===== config.mk =====
export PLATFORM = sky130hd
export DESIGN_NAME = program_space_access_unit
export DESIGN_NICKNAME = d
export VERILOG_FILES = /design/src/verilog/psau_pkg.sv /design/src/verilog/program_space_access_unit.sv
export VERILOG_INCLUDE_DIRS = /design/src /design/src/verilog
export SDC_FILE = /design/constraint.sdc
export NUM_CORES = 1
export LEC_CHECK = 0
export ABC_AREA = 1
export BUFFER_PORTS_ARGS = -buffer_cell sky130_fd_sc_hd__buf_2
export CAP_MARGIN = 10
export CORE_UTILIZATION = 45
export DETAILED_ROUTE_END_ITERATION = 12
export PLACE_DENSITY = 0.76
export SKIP_LAST_GASP = 1
export SLEW_MARGIN = 30
export SYNTH_ARGS = -nofsm -noshare
export SYNTH_HDL_FRONTEND = slang
export SYNTH_SLANG_ARGS = --single-unit

===== constraint.sdc =====
create_clock -name core_clk -period 1.5 [get_ports core_clk]
set_clock_uncertainty 0.1 [all_clocks]
set_input_delay 0.075 -clock core_clk [delete_from_list [all_inputs] [get_ports core_clk]]
set_output_delay 0.075 -clock core_clk [all_outputs]
set_load 0.01 [all_outputs]

===== src/verilog/psau_params.svh =====
`ifndef PSAU_PARAMS_SVH
`define PSAU_PARAMS_SVH
// register byte offsets
`define OFF_CORE_CONTROL      8'h00
`define OFF_TABLE_PAGE        8'h04
`define OFF_WINDOW_PAGE       8'h08
`define OFF_ADDR_STATUS       8'h0c
`define OFF_READ_DATA         8'h10
`define OFF_EXTRA_CYCLES      8'h14
// field positions
`define BIT_WINDOW_ENABLE     2
`define BIT_TABLE_CFG         7
`define BIT_EA_MSB            15
`define BIT_PADDR_TOP         23
// reset values
`define RST_CORE_CONTROL      16'h0000
`define RST_TABLE_PAGE        8'h00
`define RST_WINDOW_PAGE       8'h00
// user range limit and step
`define USER_ADDR_MAX         24'h7ffffe
`define PADDR_STEP            23'd2
`endif


===== src/verilog/psau_pkg.sv =====
package psau_pkg;
  typedef enum logic [2:0] {
    acc_fetch,
    acc_data,
    acc_table_read_low,
    acc_table_read_high,
    acc_table_write_low,
    acc_table_write_high
  } access_kind_t;
  typedef enum logic [1:0] {
    cls_move,
    cls_double_move,
    cls_mac_prefetch,
    cls_other
  } instr_class_t;
endpackage


===== src/verilog/program_space_access_unit.sv =====
// Function
// - program space of 4M words reached by PC, table address or window.
// - program address advances by two per 24-bit program word.
// - non-table accesses confined to 0x000000..0x7fffff; 0x7ffffe is the last user word.
// - table page bit 7 picks user (0) or configuration (1) space.
// - address bit 23 set only by table accesses, else zero.
// - table address is table page above the 16-bit data address.
// - window address low 15 bits come from data address low 15 bits.
// - window page register gives program address bits 22:15.
// - low table read returns P15:0, bytes by byte select.
// - high table read returns P23:16 in low byte, zero above; an odd byte-mode read returns zero.
// - window used only when EA msb and window enable both set.
// - upper 32 KB of data maps onto any 16K-word program page.
// - window mapping suspended during table read or write.
// - outside repeat, window adds one cycle for mac/move/double move, else two.
// - inside repeat, two extra on first/last/irq exit/re-entry, else none.
// - window access adds up to two cycles for its program fetches.
`timescale 1ns/1ps
`include "psau_params.svh"
module program_space_access_unit
  import psau_pkg::*;
(
  // clock and reset
  input  wire logic        core_clk,
  input  wire logic        reset_n,
  // axi4-lite slave
  input  wire logic [7:0]  s_axi_awaddr,
  input  wire logic        s_axi_awvalid,
  output logic             s_axi_awready,
  input  wire logic [31:0] s_axi_wdata,
  input  wire logic [3:0]  s_axi_wstrb,
  input  wire logic        s_axi_wvalid,
  output logic             s_axi_wready,
  output logic [1:0]       s_axi_bresp,
  output logic             s_axi_bvalid,
  input  wire logic        s_axi_bready,
  input  wire logic [7:0]  s_axi_araddr,
  input  wire logic        s_axi_arvalid,
  output logic             s_axi_arready,
  output logic [31:0]      s_axi_rdata,
  output logic [1:0]       s_axi_rresp,
  output logic             s_axi_rvalid,
  input  wire logic        s_axi_rready,
  // access request from execution unit
  input  wire logic        req_valid,
  input  access_kind_t     req_kind,
  input  instr_class_t     req_class,
  input  wire logic [22:0] pc,
  input  wire logic [15:0] data_ea,
  input  wire logic        byte_mode,
  input  wire logic        in_repeat,
  input  wire logic        repeat_first,
  input  wire logic        repeat_last,
  input  wire logic        repeat_irq_exit,
  input  wire logic        repeat_irq_reentry,
  // program memory read data
  input  wire logic [23:0] pmem_rdata,
  // results
  output logic [23:0]      pmem_addr,
  output logic             pmem_en,
  output logic             pmem_we,
  output logic             dmem_en,
  output logic [15:0]      read_data,
  output logic [1:0]       extra_cycles,
  output logic             addr_fault
);

  logic [15:0] core_control_q;
  logic [7:0]  table_page_q;
  logic [7:0]  program_window_page_q;
  logic [23:0] addr_d;
  logic        is_table;
  logic        is_table_read;
  logic        window_hit;
  logic        pmem_hit;
  logic [1:0]  extra_d;
  logic [15:0] rdata_d;

  // byte lane merge for 32-bit bus writes
  function automatic logic [15:0] merge16(input logic [15:0] old,
                                          input logic [31:0] wd,
                                          input logic [3:0]  st);
    merge16 = {st[1] ? wd[15:8] : old[15:8], st[0] ? wd[7:0] : old[7:0]};
  endfunction

  assign is_table      = (req_kind != acc_fetch) && (req_kind != acc_data);
  assign is_table_read = (req_kind == acc_table_read_low) ||
                         (req_kind == acc_table_read_high);
  assign window_hit = (req_kind == acc_data) && data_ea[`BIT_EA_MSB] &&
                      core_control_q[`BIT_WINDOW_ENABLE];
  assign pmem_hit   = window_hit || is_table || (req_kind == acc_fetch);

  // address construction
  always_comb
  begin
    addr_d = 24'h000000;
    case (req_kind)
      acc_fetch:
      begin
        addr_d = {1'b0, pc[22:1], 1'b0};
      end
      acc_data:
      begin
        addr_d = {1'b0, program_window_page_q, data_ea[14:0]};
      end
      acc_table_read_low, acc_table_read_high,
      acc_table_write_low, acc_table_write_high:
      begin
        addr_d = {table_page_q, data_ea};
      end
      default:
      begin
        addr_d = 24'h000000;
      end
    endcase
    if (!is_table)
    begin
      addr_d[`BIT_PADDR_TOP] = 1'b0;
    end
  end

  // extra cycle cost
  always_comb
  begin
    extra_d = 2'd0;
    if (window_hit)
    begin
      if (in_repeat)
      begin
        if (repeat_first || repeat_last || repeat_irq_exit || repeat_irq_reentry)
        begin
          extra_d = 2'd2;
        end
        else
        begin
          extra_d = 2'd0;
        end
      end
      else if (req_class == cls_other)
      begin
        extra_d = 2'd2;
      end
      else
      begin
        extra_d = 2'd1;
      end
    end
  end

  // read data steering
  always_comb
  begin
    rdata_d = 16'h0000;
    case (req_kind)
      acc_table_read_low:
      begin
        rdata_d = !byte_mode ? pmem_rdata[15:0] :
                  {8'h00, (data_ea[0] ? pmem_rdata[15:8] : pmem_rdata[7:0])};
      end
      acc_table_read_high:
      begin
        rdata_d = (byte_mode && data_ea[0]) ? 16'h0000 : {8'h00, pmem_rdata[23:16]};
      end
      acc_data:
      begin
        rdata_d = pmem_rdata[15:0];
      end
      default:
      begin
        rdata_d = 16'h0000;
      end
    endcase
  end

  // access outputs
  always_ff @(posedge core_clk or negedge reset_n)
  begin
    if (!reset_n)
    begin
      pmem_addr    <= 24'h000000;
      pmem_en      <= 1'b0;
      pmem_we      <= 1'b0;
      dmem_en      <= 1'b0;
      read_data    <= 16'h0000;
      extra_cycles <= 2'd0;
      addr_fault   <= 1'b0;
    end
    else
    begin
      pmem_addr    <= addr_d;
      pmem_en      <= req_valid && pmem_hit;
      pmem_we      <= req_valid && is_table && !is_table_read;
      dmem_en      <= req_valid && (req_kind == acc_data) && !window_hit;
      read_data    <= rdata_d;
      extra_cycles <= req_valid ? extra_d : 2'd0;
      // odd window byte addresses still lie inside the last user word
      addr_fault   <= req_valid && !is_table && ({addr_d[23:1], 1'b0} > `USER_ADDR_MAX);
    end
  end

  // axi write channel
  logic        aw_have_q;
  logic        w_have_q;
  logic [7:0]  aw_addr_q;
  logic [31:0] w_data_q;
  logic [3:0]  w_strb_q;
  logic        do_write;

  assign s_axi_awready = !aw_have_q && !s_axi_bvalid;
  assign s_axi_wready  = !w_have_q && !s_axi_bvalid;
  assign do_write      = aw_have_q && w_have_q && !s_axi_bvalid;

  always_ff @(posedge core_clk or negedge reset_n)
  begin
    if (!reset_n)
    begin
      aw_have_q    <= 1'b0;
      w_have_q     <= 1'b0;
      aw_addr_q    <= 8'h00;
      w_data_q     <= 32'h00000000;
      w_strb_q     <= 4'h0;
      s_axi_bvalid <= 1'b0;
      s_axi_bresp  <= 2'b00;
    end
    else
    begin
      if (s_axi_awvalid && s_axi_awready)
      begin
        aw_have_q <= 1'b1;
        aw_addr_q <= s_axi_awaddr;
      end
      if (s_axi_wvalid && s_axi_wready)
      begin
        w_have_q <= 1'b1;
        w_data_q <= s_axi_wdata;
        w_strb_q <= s_axi_wstrb;
      end
      if (do_write)
      begin
        aw_have_q    <= 1'b0;
        w_have_q     <= 1'b0;
        s_axi_bvalid <= 1'b1;
        s_axi_bresp  <= (aw_addr_q == `OFF_CORE_CONTROL ||
                         aw_addr_q == `OFF_TABLE_PAGE ||
                         aw_addr_q == `OFF_WINDOW_PAGE) ? 2'b00 : 2'b10;
      end
      else if (s_axi_bvalid && s_axi_bready)
      begin
        s_axi_bvalid <= 1'b0;
      end
    end
  end

  // control registers
  always_ff @(posedge core_clk or negedge reset_n)
  begin
    if (!reset_n)
    begin
      core_control_q        <= `RST_CORE_CONTROL;
      table_page_q          <= `RST_TABLE_PAGE;
      program_window_page_q <= `RST_WINDOW_PAGE;
    end
    else if (do_write)
    begin
      if (aw_addr_q == `OFF_CORE_CONTROL)
      begin
        core_control_q <= merge16(core_control_q, w_data_q, w_strb_q);
      end
      if (aw_addr_q == `OFF_TABLE_PAGE && w_strb_q[0])
      begin
        table_page_q <= w_data_q[7:0];
      end
      if (aw_addr_q == `OFF_WINDOW_PAGE && w_strb_q[0])
      begin
        program_window_page_q <= w_data_q[7:0];
      end
    end
  end

  // axi read channel
  logic [31:0] rd_mux;
  logic        rd_ok;

  assign s_axi_arready = !s_axi_rvalid;

  always_comb
  begin
    rd_ok  = 1'b1;
    rd_mux = 32'h00000000;
    case (s_axi_araddr)
      `OFF_CORE_CONTROL: rd_mux = {16'h0000, core_control_q};
      `OFF_TABLE_PAGE:   rd_mux = {24'h000000, table_page_q};
      `OFF_WINDOW_PAGE:  rd_mux = {24'h000000, program_window_page_q};
      `OFF_ADDR_STATUS:  rd_mux = {7'h00, addr_fault, pmem_addr};
      `OFF_READ_DATA:    rd_mux = {16'h0000, read_data};
      `OFF_EXTRA_CYCLES: rd_mux = {29'h0, dmem_en, extra_cycles};
      default:           rd_ok  = 1'b0;
    endcase
  end

  always_ff @(posedge core_clk or negedge reset_n)
  begin
    if (!reset_n)
    begin
      s_axi_rvalid <= 1'b0;
      s_axi_rdata  <= 32'h00000000;
      s_axi_rresp  <= 2'b00;
    end
    else if (s_axi_arvalid && s_axi_arready)
    begin
      s_axi_rvalid <= 1'b1;
      s_axi_rdata  <= rd_mux;
      s_axi_rresp  <= rd_ok ? 2'b00 : 2'b10;
    end
    else if (s_axi_rvalid && s_axi_rready)
    begin
      s_axi_rvalid <= 1'b0;
    end
  end

endmodule


Yosys cells after proc, flatten, opt, wreduce, memory -nomap -nowiden --
Cells that the tools add are included.
Storage, ports and cells: register bits 144, ROM bits 0, input bits 134, memory bits (writable) 0, output and inout port bits 87, word-level logic and storage cells 110, memories 0, bits in latches 0
Operators by class: multiply operators 0, muxes and demuxes 23, order comparisons 1, shifts and indexed selects 0, div/mod/pow operators 0, reductions and logical operators 51, add/sub/neg operators 0, equal/unequal tests 14, bitwise logic cells 0
Operators with widths (count):
- 25-bit case mux with 6 select lines | 1
- 24-bit case mux with 3 select lines | 1
- 16-bit case mux with 3 select lines | 1
- 8-bit by 4-bit equality test with 1-bit output, second input constant | 3
- 24-bit by 23-bit > comparator with 1-bit output, second input constant | 1
- 1-bit logical AND | 22
- 8-bit by 3-bit equality test with 1-bit output, second input constant | 2
- 8-bit by 5-bit equality test with 1-bit output, second input constant | 2
- 8-bit logical NOT | 2
- 16-bit two-way mux | 1
- 8-bit two-way mux | 2
- 2-bit two-way mux | 7
- 1-bit two-way mux | 10
- 1-bit logical OR | 8
- 2-bit nonzero test | 4
- 1-bit logical NOT | 7
- 3-bit by 2-bit equality test with 1-bit output, second input constant | 2
- 3-bit equality test, second input constant | 2
- 3-bit AND reduction | 2
- 6-bit OR reduction | 1
- 2-bit AND reduction | 2
- 4-bit OR reduction | 1
- 3-bit by 1-bit equality test with 1-bit output, second input constant | 1
- 3-bit logical NOT | 1
- other kinds (3) | 3

Logic depth before layout (Yosys ltp) --
Gate-level depths: netlist of run 1.
depth in word-level cells 7, mapped depth 10, mapped depth without buffers 9

Worst setup path before layout of run 1 --
Ideal clock, no wire load.
path kind reg2reg, start point reg s_axi_bvalid, end point reg table_page_q[5], period minus slack after synthesis 1425 ps, setup slack 75 ps, buffers on the path 1, setup time 121 ps, arrival 1203 ps, cell stages (with the launch flop) 8, data required time 1279 ps, cell sequence dfrtp_1 -> inv_1 -> nand3_2 -> nor2_4 -> nand4_2 -> buf_6 -> nand2_1 -> o21ai_2
Between the ends: word-level cells in the longest chain between the ends 3
Ends and longest elaborated chain:
- from (decl) | RTL line program_space_access_unit.sv:35 | output logic s_axi_bvalid,
- from (signal assigned) | RTL line program_space_access_unit.sv:222 | s_axi_bvalid <= 1'b0;
- from (signal assigned) | RTL line program_space_access_unit.sv:242 | s_axi_bvalid <= 1'b1;
- from (signal assigned) | RTL line program_space_access_unit.sv:249 | s_axi_bvalid <= 1'b0;
- 1-bit logical NOT | RTL line program_space_access_unit.sv:211 | assign do_write = aw_have_q && w_have_q && !s_axi_bvalid;
- 1-bit logical AND | RTL line program_space_access_unit.sv:211
- 2-bit AND reduction (no line)
- to (signal assigned) | RTL line program_space_access_unit.sv:260 | table_page_q <= `RST_TABLE_PAGE;
- to (signal assigned) | RTL line program_space_access_unit.sv:271 | table_page_q <= w_data_q[7:0];
- to (decl) | RTL line program_space_access_unit.sv:69 | logic [7:0] table_page_q;
Every way passes these cells. A chain may end at the register's enable or synchronous reset.

Worst setup path in the final report of run 1 --
start point in req_kind[0], end point reg pmem_we
Between the ends: word-level cells in the longest chain between the ends 4, elaborated cells on any way between the ends 9, classes of those cells 3 x eq/ne; 6 x reduce/logical
Ends and longest elaborated chain:
- from (decl) | RTL line program_space_access_unit.sv:46 | input access_kind_t req_kind,
- 3-bit by 1-bit inequality test with 1-bit output, or another cell as far along | RTL line program_space_access_unit.sv:86 | assign is_table = (req_kind != acc_fetch) && (req_kind != acc_data);
- 1-bit logical AND / 1-bit logical OR (equally long branches) | RTL line program_space_access_unit.sv:86, program_space_access_unit.sv:87
- 1-bit logical AND / 1-bit logical NOT (equally long branches) | RTL line program_space_access_unit.sv:192 | pmem_we <= req_valid && is_table && !is_table_read;
- 1-bit logical AND (*) | RTL line program_space_access_unit.sv:192
- to (signal assigned) | RTL line program_space_access_unit.sv:192
- to (decl) | RTL line program_space_access_unit.sv:61 | output logic pmem_we,
Every way passes the cells marked *; elsewhere a longest branch is shown, timed or not.

==> impl_metrics.env, run 1 <==
export IMPL_dieArea_um2=14200
export IMPL_portBuffers=192
export IMPL_power_leakage_nw=4.87
export IMPL_cts_max_level=4
export IMPL_yosysTopAreaCell="dfrtp_1"
export IMPL_layout_drive_gt1_share_pct=31.2
export IMPL_track_usage_pct=29.3
export IMPL_cp_cell_sequence="buf_2, nor2_1, dlygate4sd3_1, nor4_1, dlygate4sd3_1"
export IMPL_synthTopCellsByArea="dfrtp_1, nand2_1, nand3_1, o21ai_2, inv_1"
export IMPL_async_reset_ff_share_pct=100
export IMPL_rsz0062_at_grt="true"
export IMPL_required_ps=1750
export IMPL_initial_core_util_pct=46.5
export IMPL_grt_max_degree=42
export IMPL_n_fill_cell=1029
export IMPL_critical_path_slowest_cell="dlygate4sd3_1"
export IMPL_min_period_over_period_pct=98.8
export IMPL_critPathMaxFanout=4
export IMPL_final_area_um2=9160
export IMPL_core_rowCount=42
export IMPL_power_density_nw_per_um2=1220
export IMPL_rr_startpoint="aw_addr_q[1]"
export IMPL_finalCriticalPeriod_ps=1480
export IMPL_die_x_um=119
export IMPL_cp_start_kind="input pin"
export IMPL_first_pass_iters=5
export IMPL_finalHoldViolCount=0
export IMPL_dieHeight_um=119
export IMPL_r2r_end="core_control_q[9]"
export IMPL_wire_per_inst_um=16.4
export IMPL_critPathArrivalTime_ps=1730
export IMPL_area_growth_pct=48.2
export IMPL_gp_congestion=0.906
export IMPL_syn_area_per_cell_um2=8.86
export IMPL_crit_top_cell="dlygate4sd3_1"
export IMPL_synth_seq_cells=135
export IMPL_finalSetupTns_ps=0
export IMPL_min_from="byte_mode"
export IMPL_critPathMaxStageDelay_ps=590
export IMPL_rr_worst_depth=7
export IMPL_post_place_cells=1067
export IMPL_tritoncts="done"
export IMPL_grt_pass1_vias=6324
export IMPL_hold_end="read_data[15]"
export IMPL_fmax_mhz=675
export IMPL_synth_top_cells_by_count="nand2_1, dfrtp_1, inv_1, nand3_1, nor2_1"
export IMPL_drt_initial_drc_count=523
export IMPL_drv_cap=0
export IMPL_cts_sink_count=135
export IMPL_vdd_drop_max_uv=803
export IMPL_ff2ff_setup_slack_ps=20
export IMPL_synth_edf_count=0
export IMPL_cts_root_buf="clkbuf_16"
export IMPL_hold_ws_ps=17.1
export IMPL_ys_seq_area_share_pct=54.6
export IMPL_final_nets=1156
export IMPL_routed_via_density=5.10
export IMPL_setup_violations=0
export IMPL_grt_antenna_before_repair=0
export IMPL_hold_class="in2reg"
export IMPL_clock_path_buffers=2
export IMPL_synth_main_ff_cell="dfrtp_1"
export IMPL_status="complete, no violations"
export IMPL_diodes=0
export IMPL_syn_inst=698
export IMPL_place_hpwl_um=12800
export IMPL_core_area_um2=13300
export IMPL_cp_end_kind="register"
export IMPL_layout_core_utilization_pct=68.9
export IMPL_clk_latency_ps=410
export IMPL_synth_most_common_cell="nand2_1"
export IMPL_worstSetupPathType="in2reg"
export IMPL_clk_pin_slew_ps=60
export IMPL_cts_buffers=17
export IMPL_syn_area_um2=6180
export IMPL_post_dp_cell_area_um2=7480
export IMPL_vias=6164
export IMPL_yosysWarnings=0
export IMPL_grt_pass1_wl_um=31600
export IMPL_whs_path_depth=4
export IMPL_slew_viol_final=0
export IMPL_grt_overflow=0
export IMPL_route_detailed_drc=0
export IMPL_wirelength_um=19900
export IMPL_finalNonFillerCells=1209
export IMPL_synthDistinctLibCells=33
export IMPL_ioPinCount=221
export IMPL_ant_nets=0
export IMPL_yosys_area_top_type_share_pct=54.6
[timing repair]
| item | in CTS | in global routing |
|---|---|---|
| hold buffers | 110 | 2 |
| setup buffers | 1 | 0 |
| setup endpoints to repair | 16 | 36 |
| endpoints found under the hold margin | 207 | 2 |
| pin swaps | 1 | 5 |
| cloned | 1 | 0 |
| resized for setup | 2 | 9 |
[where the power goes]
group	total, mW	switching (mW)	internal (mW)
logic	2.51	1.45	1.06
clock network	3.82	1.44	2.38
registers	4.85	0.501	4.35
[worst max-delay path by stage]
stage / start / to / slack, ps / cells after the start
after floorplan: s_axi_bvalid / table_page_q[5] / 80 / 7
after CTS: aw_addr_q[1] / core_control_q[9] / -4 / 7
after detailed placement: aw_addr_q[1] / core_control_q[9] / -50 / 6
final: req_kind[0] / pmem_we / 20 / 5
after global placement: aw_addr_q[1] / core_control_q[12] / 7 / 6
after global routing: aw_addr_q[1] / core_control_q[9] / -70 / 7
[kinds of logic (layout without fill, tap and decap cells)]
kind of cell	after synthesis	count (layout)	synth area share (%)
other	1	10	0.0607
AO/OA/AOI/OAI	115	115	12.0
multiplexers	8	8	1.46
AND/OR/NAND/NOR	341	342	24.3
flip-flops	135	135	54.6
buffers and inverters	98	423	7.47
[state kept, by name, indices dropped and copies added, names as in the netlist, 2 cells and up]
name                   count
s_axi_rdata               25
pmem_addr                 24
core_control_q            16
read_data                 16
w_data_q                  16
aw_addr_q                  8
program_window_page_q      8
table_page_q               8
extra_cycles               2
w_strb_q                   2
[stage by stage]
step	power, mW	worst slack, ps
2_1_floorplan	6.16	75.5
3_3_place_gp	6.96	6.71
3_5_place_dp	7.05	-45.4
4_1_cts	11.1	-3.84
5_1_grt	11.7	-66.6
6_report	11.2	18.0
[per-layer routing]
layer	routed length, µm	global-route usage, %	vias up	part of all wire, %
met4	803	15.8	0	4.0
met5	0	0	-	0
met3	1380	7.09	72	6.9
met2	9640	48.7	306	49
met1	8040	34.9	2895	40
li1	-	-	2891	-
[worst max-delay path, delay by kind of cell]
kind                   cells  cell delay (ps)
buffers and inverters      3             1310
AND/OR/NAND/NOR            2              340
[cells in the final DEF (no fill, tap or decap), types with 2 or more instances in the layout]
cell type	n
nand2_1	207
buf_2	191
dfrtp_1	134
dlygate4sd3_1	110
inv_1	59
nand3_1	57
nor2_1	41
o21ai_0	34
o21ai_2	32
a21oi_1	20
clkbuf_16	17
o211ai_1	14
buf_4	14
o21ai_1	11
nand2_2	10
conb_1	10
buf_12	9
nor2_2	8
mux2_2	8
inv_2	7
clkbuf_1	6
nor2_4	4
nor3_1	3
nand3_4	3
clkinv_2	3
clkbuf_8	3
nor3_4	2
nor3_2	2
buf_6	2
[cell type report]
cell class	count	area (µm²)	area share, %
clock buffers	26	489	5.34
flip-flops and latches	135	3380	36.9
inverters	67	254	2.77
repair buffers	326	2360	25.8
well taps	176	220	2.40
multi-input cells	475	2410	26.3
clock inverters	4	45.0	0.492
(Power assumes the default switching activity.)
==> run 2: changes to the inputs <==
--- a/config.mk
+++ b/config.mk
@@ -9,9 +9,11 @@
 export ABC_AREA = 1
 export BUFFER_PORTS_ARGS = -buffer_cell sky130_fd_sc_hd__buf_2
 export CAP_MARGIN = 10
-export CORE_UTILIZATION = 45
+export CELL_PAD_IN_SITES_DETAIL_PLACEMENT = 0
+export CELL_PAD_IN_SITES_GLOBAL_PLACEMENT = 1
+export CORE_UTILIZATION = 36
 export DETAILED_ROUTE_END_ITERATION = 12
-export PLACE_DENSITY = 0.76
+export PLACE_DENSITY = 0.82
 export SKIP_LAST_GASP = 1
 export SLEW_MARGIN = 30
 export SYNTH_ARGS = -nofsm -noshare
==> run 2 against run 1 <==
Against the previous run: the run now ends with negative setup slack left; sequential power barely moved; sequential cell count did not move; clock power rose by 13%; final area rose by 3.3%; first-iteration DRC count fell by 39%; hold slack got worse by 3.1 ps; largest cell class unchanged.
==> impl_metrics.env, run 2 (synthesis gave the netlist of run 1 again) <==
export IMPL_first_pass_iters=5
export IMPL_tritoncts="done"
export IMPL_dieArea_um2=17700
export IMPL_grt_antenna_before_repair=0
export IMPL_diodes=0
export IMPL_cts_max_level=4
export IMPL_final_nets=1165
export IMPL_min_period_over_period_pct=101
export IMPL_critPathArrivalTime_ps=1720
export IMPL_setup_slack_ps=-15.0
export IMPL_worstSetupPathType="reg2reg"
export IMPL_power_leakage_nw=4.97
export IMPL_gp_congestion=0.862
export IMPL_fmax_mhz=660
export IMPL_cts_root_buf="clkbuf_16"
export IMPL_vdd_drop_max_uv=1330
export IMPL_dieHeight_um=133
export IMPL_hold_class="in2reg"
export IMPL_drv_cap=0
export IMPL_required_ps=1700
export IMPL_violations="negative setup slack"
export IMPL_critPathMaxFanout=8
export IMPL_slew_viol_final=0
export IMPL_finalNonFillerCells=1264
export IMPL_whs_path_depth=4
export IMPL_area_growth_pct=53.2
export IMPL_core_rowCount=47
export IMPL_die_x_um=133
export IMPL_grt_max_degree=45
export IMPL_ioPinCount=221
export IMPL_wirelength_um=18900
export IMPL_initial_core_util_pct=37.0
export IMPL_cts_buffers=17
export IMPL_setup_violations=7
export IMPL_routed_via_density=4.71
export IMPL_vias=5952
export IMPL_rsz0062_at_grt="true"
export IMPL_top_register="s_axi_rdata"
export IMPL_clk_latency_ps=420
export IMPL_track_usage_pct=21.9
export IMPL_grt_pass1_vias=5859
export IMPL_drt_initial_drc_count=320
export IMPL_status="finished, violations left"
export IMPL_power_density_nw_per_um2=1240
export IMPL_finalCriticalPeriod_ps=1510
export IMPL_biggestRegsByFlops="s_axi_rdata x25, pmem_addr x24"
export IMPL_ff2ff_setup_slack_ps=-10
export IMPL_final_cell_mix="nand2_1, buf_2, dfrtp_1"
export IMPL_wire_per_inst_um=14.9
export IMPL_clk_pin_slew_ps=60
export IMPL_grt_overflow=0
export IMPL_portBuffers=192
export IMPL_rr_worst_depth=8
export IMPL_route_detailed_drc=0
export IMPL_final_common_cell="nand2_1"
export IMPL_layout_drive_gt1_share_pct=33.0
export IMPL_clock_path_buffers=2
export IMPL_cp_start_kind="register"
export IMPL_core_area_um2=16700
export IMPL_post_place_cells=1112
export IMPL_finalHoldViolCount=0
export IMPL_ant_nets=0
export IMPL_p_total_mw=11.8
export IMPL_place_hpwl_um=12900
export IMPL_cp_end_kind="register"
export IMPL_place_ws_ps=-22.4
export IMPL_largest_reg_flops=25
export IMPL_cts_sink_count=135
export IMPL_grt_pass1_wl_um=29800
==> run 2: cell count changes in the layout (fill, tap and decap cells not counted), moves of 4 or more <==
cell	previous run	this run
clkbuf_1	6	0
buf_4	14	20
nand2_1	207	197
clkinvlp_4	0	4
nand2_4	1	6
nand2_2	10	14
==> run 2: layer usage <==
| metal | track usage, % | part of all wire, % | vias up |
|---|---|---|---|
| li1 | - | - | 2915 |
| met1 | 28.4 | 44 | 2803 |
| met2 | 36.2 | 49 | 206 |
| met3 | 4.75 | 5.3 | 28 |
| met4 | 7.34 | 1.8 | 0 |
| met5 | 0 | 0 | - |
==> run 2: power breakdown <==
group	internal, mW	leakage (nW)	switching (mW)
Sequential	4.35	1.74	0.506
Clock	2.67	0.289	1.63
Combinational	1.18	2.94	1.45
Total	8.19	4.97	3.59
==> run 2: through the flow <==
step / setup TNS (ps) / utilization (%) / area [µm²] / hold WS, ps
after floorplan: 0 / - / 6220 / -321
after global placement: -4.97 / 45.1 / 7530 / -77.9
after detailed placement: -119 / 45.1 / 7530 / -77.2
after CTS: 0 / 55.8 / 9320 / 4.85
after global routing: -1740 / 56.7 / 9470 / 13.8
final: -45.4 / 56.7 / 9470 / 14.0
==> run 2: worst paths after layout <==
path	from	to
max	s_axi_bvalid	core_control_q[6]
min	s_axi_arvalid	s_axi_rvalid
max reg2reg	s_axi_bvalid	core_control_q[6]
min reg2reg	s_axi_rdata[11]	s_axi_rdata[11]
max in group asynchronous	reset_n	core_control_q[9]
min in group asynchronous	reset_n	s_axi_rdata[22]
==> run 2: critical path, cell delays in order (launching register included) <==
cell     delay, ps
dfrtp_1        400
inv_1          120
nand3_4        110
nor2_4         220
buf_12         140
nand2_8         60
buf_12         150
nand2_2         60
o21ai_2         50
==> run 2: final cells by class <==
cell class	instances	area, µm²
fillers	1523	7230
well taps	220	275
clock buffers	18	439
clock inverters	14	174
flip-flops and latches	135	3380
repair buffers	335	2460
multi-input cells	475	2490
inverters	67	254
==> run 2: timing repair <==
action	in CTS	in global routing
setup endpoints to repair	8	34
pin swaps	5	4
hold buffers	112	0
cloned	1	1
setup buffers	3	3
endpoints found under the hold margin	207	0
resized for setup	4	22
==> run 3: changes to the inputs <==
--- a/config.mk
+++ b/config.mk
@@ -11,9 +11,10 @@
 export CAP_MARGIN = 10
 export CELL_PAD_IN_SITES_DETAIL_PLACEMENT = 0
 export CELL_PAD_IN_SITES_GLOBAL_PLACEMENT = 1
-export CORE_UTILIZATION = 36
+export CORE_UTILIZATION = 37
+export CTS_BUF_LIST = sky130_fd_sc_hd__clkbuf_2
 export DETAILED_ROUTE_END_ITERATION = 12
-export PLACE_DENSITY = 0.82
+export PLACE_DENSITY = 0.84
 export SKIP_LAST_GASP = 1
 export SLEW_MARGIN = 30
 export SYNTH_ARGS = -nofsm -noshare
==> run 3 against run 2 <==
Against the previous run: the flow still finishes with violations (negative setup slack); clock-buffer cell count grew 1; setup slack worse by 130 ps; largest power group unchanged; critical path type unchanged; first-iteration DRC count increased by 14%; die area is 2.7% lower; register-to-register slack got worse by 130 ps; maximum frequency fell by 7.8%; sequential cell count did not move; final area increased by 14%; power is 12% lower.
==> impl_metrics.env, run 3 (synthesis gave the netlist of run 1 again) <==
export IMPL_cp_cell_sequence="buf_6, inv_2, nand3_4, nor2_4, nand4_4, buf_12, nand2_1, o21ai_2"
export IMPL_critical_path_slowest_cell="dfrtp_2"
export IMPL_place_hpwl_um=12800
export IMPL_cts_root_buf="clkbuf_2"
export IMPL_clock_path_buffers=2
export IMPL_cts_buffers=17
export IMPL_critPathArrivalTime_ps=2130
export IMPL_met3_length_um=1380
export IMPL_drv_cap=0
export IMPL_pwr_share_clk_pct=22.4
export IMPL_finalCriticalPeriod_ps=1640
export IMPL_power_leakage_nw=5.52
export IMPL_portBuffers=192
export IMPL_grt_pass1_vias=6896
export IMPL_top_register="s_axi_rdata"
export IMPL_seq_power_share_pct=47.2
export IMPL_ioPinCount=221
export IMPL_netSwitchingPower_mw=3.54
export IMPL_final_nets=1332
export IMPL_power_density_nw_per_um2=958
export IMPL_power_internal_mw=6.79
export IMPL_gp_congestion=0.857
export IMPL_tritoncts="done"
export IMPL_clk_pin_slew_ps=200
export IMPL_post_dp_cell_area_um2=7540
export IMPL_vias=6924
export IMPL_ant_nets=0
export IMPL_wire_per_inst_um=16.3
export IMPL_dieHeight_um=131
export IMPL_die_x_um=131
export IMPL_fmax_mhz=608
export IMPL_grt_antenna_before_repair=2
export IMPL_core_area_um2=16100
export IMPL_area_growth_pct=74.3
export IMPL_setup_slack_ps=-143
export IMPL_initial_core_util_pct=38.4
export IMPL_cp_end_kind="register"
export IMPL_finalHoldViolCount=0
export IMPL_dr_wl_met2_um=11400
export IMPL_core_rowCount=46
export IMPL_biggestRegsByFlops="s_axi_rdata x25, pmem_addr x24"
export IMPL_drt_initial_drc_count=366
export IMPL_p_total_mw=10.3
export IMPL_routed_via_density=4.84
export IMPL_routed_top_layer="met4"
export IMPL_vdd_drop_max_uv=1110
export IMPL_finalNonFillerCells=1430
export IMPL_n_fill_cell=1204
export IMPL_pwr_share_comb_pct=30.4
export IMPL_place_ws_ps=-15.9
export IMPL_largest_reg_flops=25
export IMPL_violations="negative setup slack"
export IMPL_hold_class="in2reg"
export IMPL_layout_drive_gt1_share_pct=33.6
export IMPL_hold_ws_ps=65.3
export IMPL_dieArea_um2=17200
export IMPL_wirelength_um=23300
export IMPL_grt_max_degree=39
export IMPL_rsz0062_at_grt="true"
export IMPL_grt_overflow=0
export IMPL_post_place_cells=1108
export IMPL_min_period_over_period_pct=110
export IMPL_wl_met1_um=9340
export IMPL_final_cell_mix="dlygate4sd3_1, nand2_1, buf_2"
export IMPL_final_area_um2=10800
export IMPL_cts_sink_count=135
export IMPL_cts_max_level=4
export IMPL_slew_viol_final=0
export IMPL_cp_start_kind="register"
export IMPL_final_common_cell="dlygate4sd3_1"
export IMPL_critPathMaxStageDelay_ps=500
export IMPL_route_detailed_drc=0
export IMPL_setup_violations=43
export IMPL_worstSetupPathType="reg2reg"
export IMPL_required_ps=1990
export IMPL_critPathMaxFanout=8
export IMPL_first_pass_iters=5
export IMPL_clk_latency_ps=690
export IMPL_status="finished, violations left"
export IMPL_grt_pass1_wl_um=35400
export IMPL_swShare_pct=34.3
export IMPL_track_usage_pct=26.4
## run 3: worst paths after layout
check | startpoint | end | slack [ps] | cells past startpoint
max | s_axi_bvalid | table_page_q[1] | -140 | 8
min | data_ea[4] | pmem_addr[4] | 70 | 4
max reg2reg | s_axi_bvalid | table_page_q[1] | -140 | 8
min reg2reg | s_axi_rdata[5] | s_axi_rdata[5] | 400 | 2
max in group asynchronous | reset_n | core_control_q[15] | 490 | 4
min in group asynchronous | reset_n | addr_fault | 260 | 3
## run 3: worst max-delay path, delay by kind of cell (launching register included)
family	cells	cell delay, ps
AOI/OAI and AO/OA	1	50
and+or+nand+nor	4	500
buffers and inverters	3	390
DFF	1	500
## run 3: repair_timing
item / CTS / global route
setup endpoints to repair: 28 / 161
pin swaps: 3 / 9
endpoints found under the hold margin: 236 / 32
hold buffers: 215 / 10
cloned: 1 / 1
setup buffers: 15 / 48
gates resized for setup: 2 / 66
## run 3: power groups by stage
| stage | Sequential, mW | Combinational [mW] | Clock (mW) |
|---|---|---|---|
| final | 4.87 | 3.14 | 2.32 |
| after global routing | 4.95 | 3.47 | 2.53 |
| after CTS | 4.79 | 2.67 | 2.36 |
| after detailed placement | 4.86 | 2.17 | 0 |
| after global placement | 4.83 | 2.12 | 0 |
| after floorplan | 4.79 | 1.37 | 0 |
## run 3: cell type report
class | count | area, µm² | share of cell area (%)
Inverter | 67 | 265 | 2.46
Antenna cell | 3 | 7.51 | 0.0697
Multi-Input combinational cell | 475 | 2460 | 22.9
Timing Repair Buffer | 502 | 4140 | 38.4
Clock buffer | 19 | 95.1 | 0.883
Clock inverter | 13 | 155 | 1.44
Sequential cell | 135 | 3380 | 31.4
Tap cell | 216 | 270 | 2.51
## run 3: layer usage
layer / vias to the layer above / GRT usage (%)
li1: 3251 / -
met1: 3235 / 31.5
met2: 335 / 43.9
met3: 103 / 6.87
met4: 0 / 13.2
met5: - / 0
## run 3: stage by stage
| step | setup TNS, ps | utilization (%) |
|---|---|---|
| global route | -9920 | 66.8 |
| detailed placement | -40.7 | 46.8 |
| CTS | -3160 | 62.5 |
| finish | -3030 | 66.8 |
| global placement | 0 | 46.8 |
| floorplan | 0 | - |
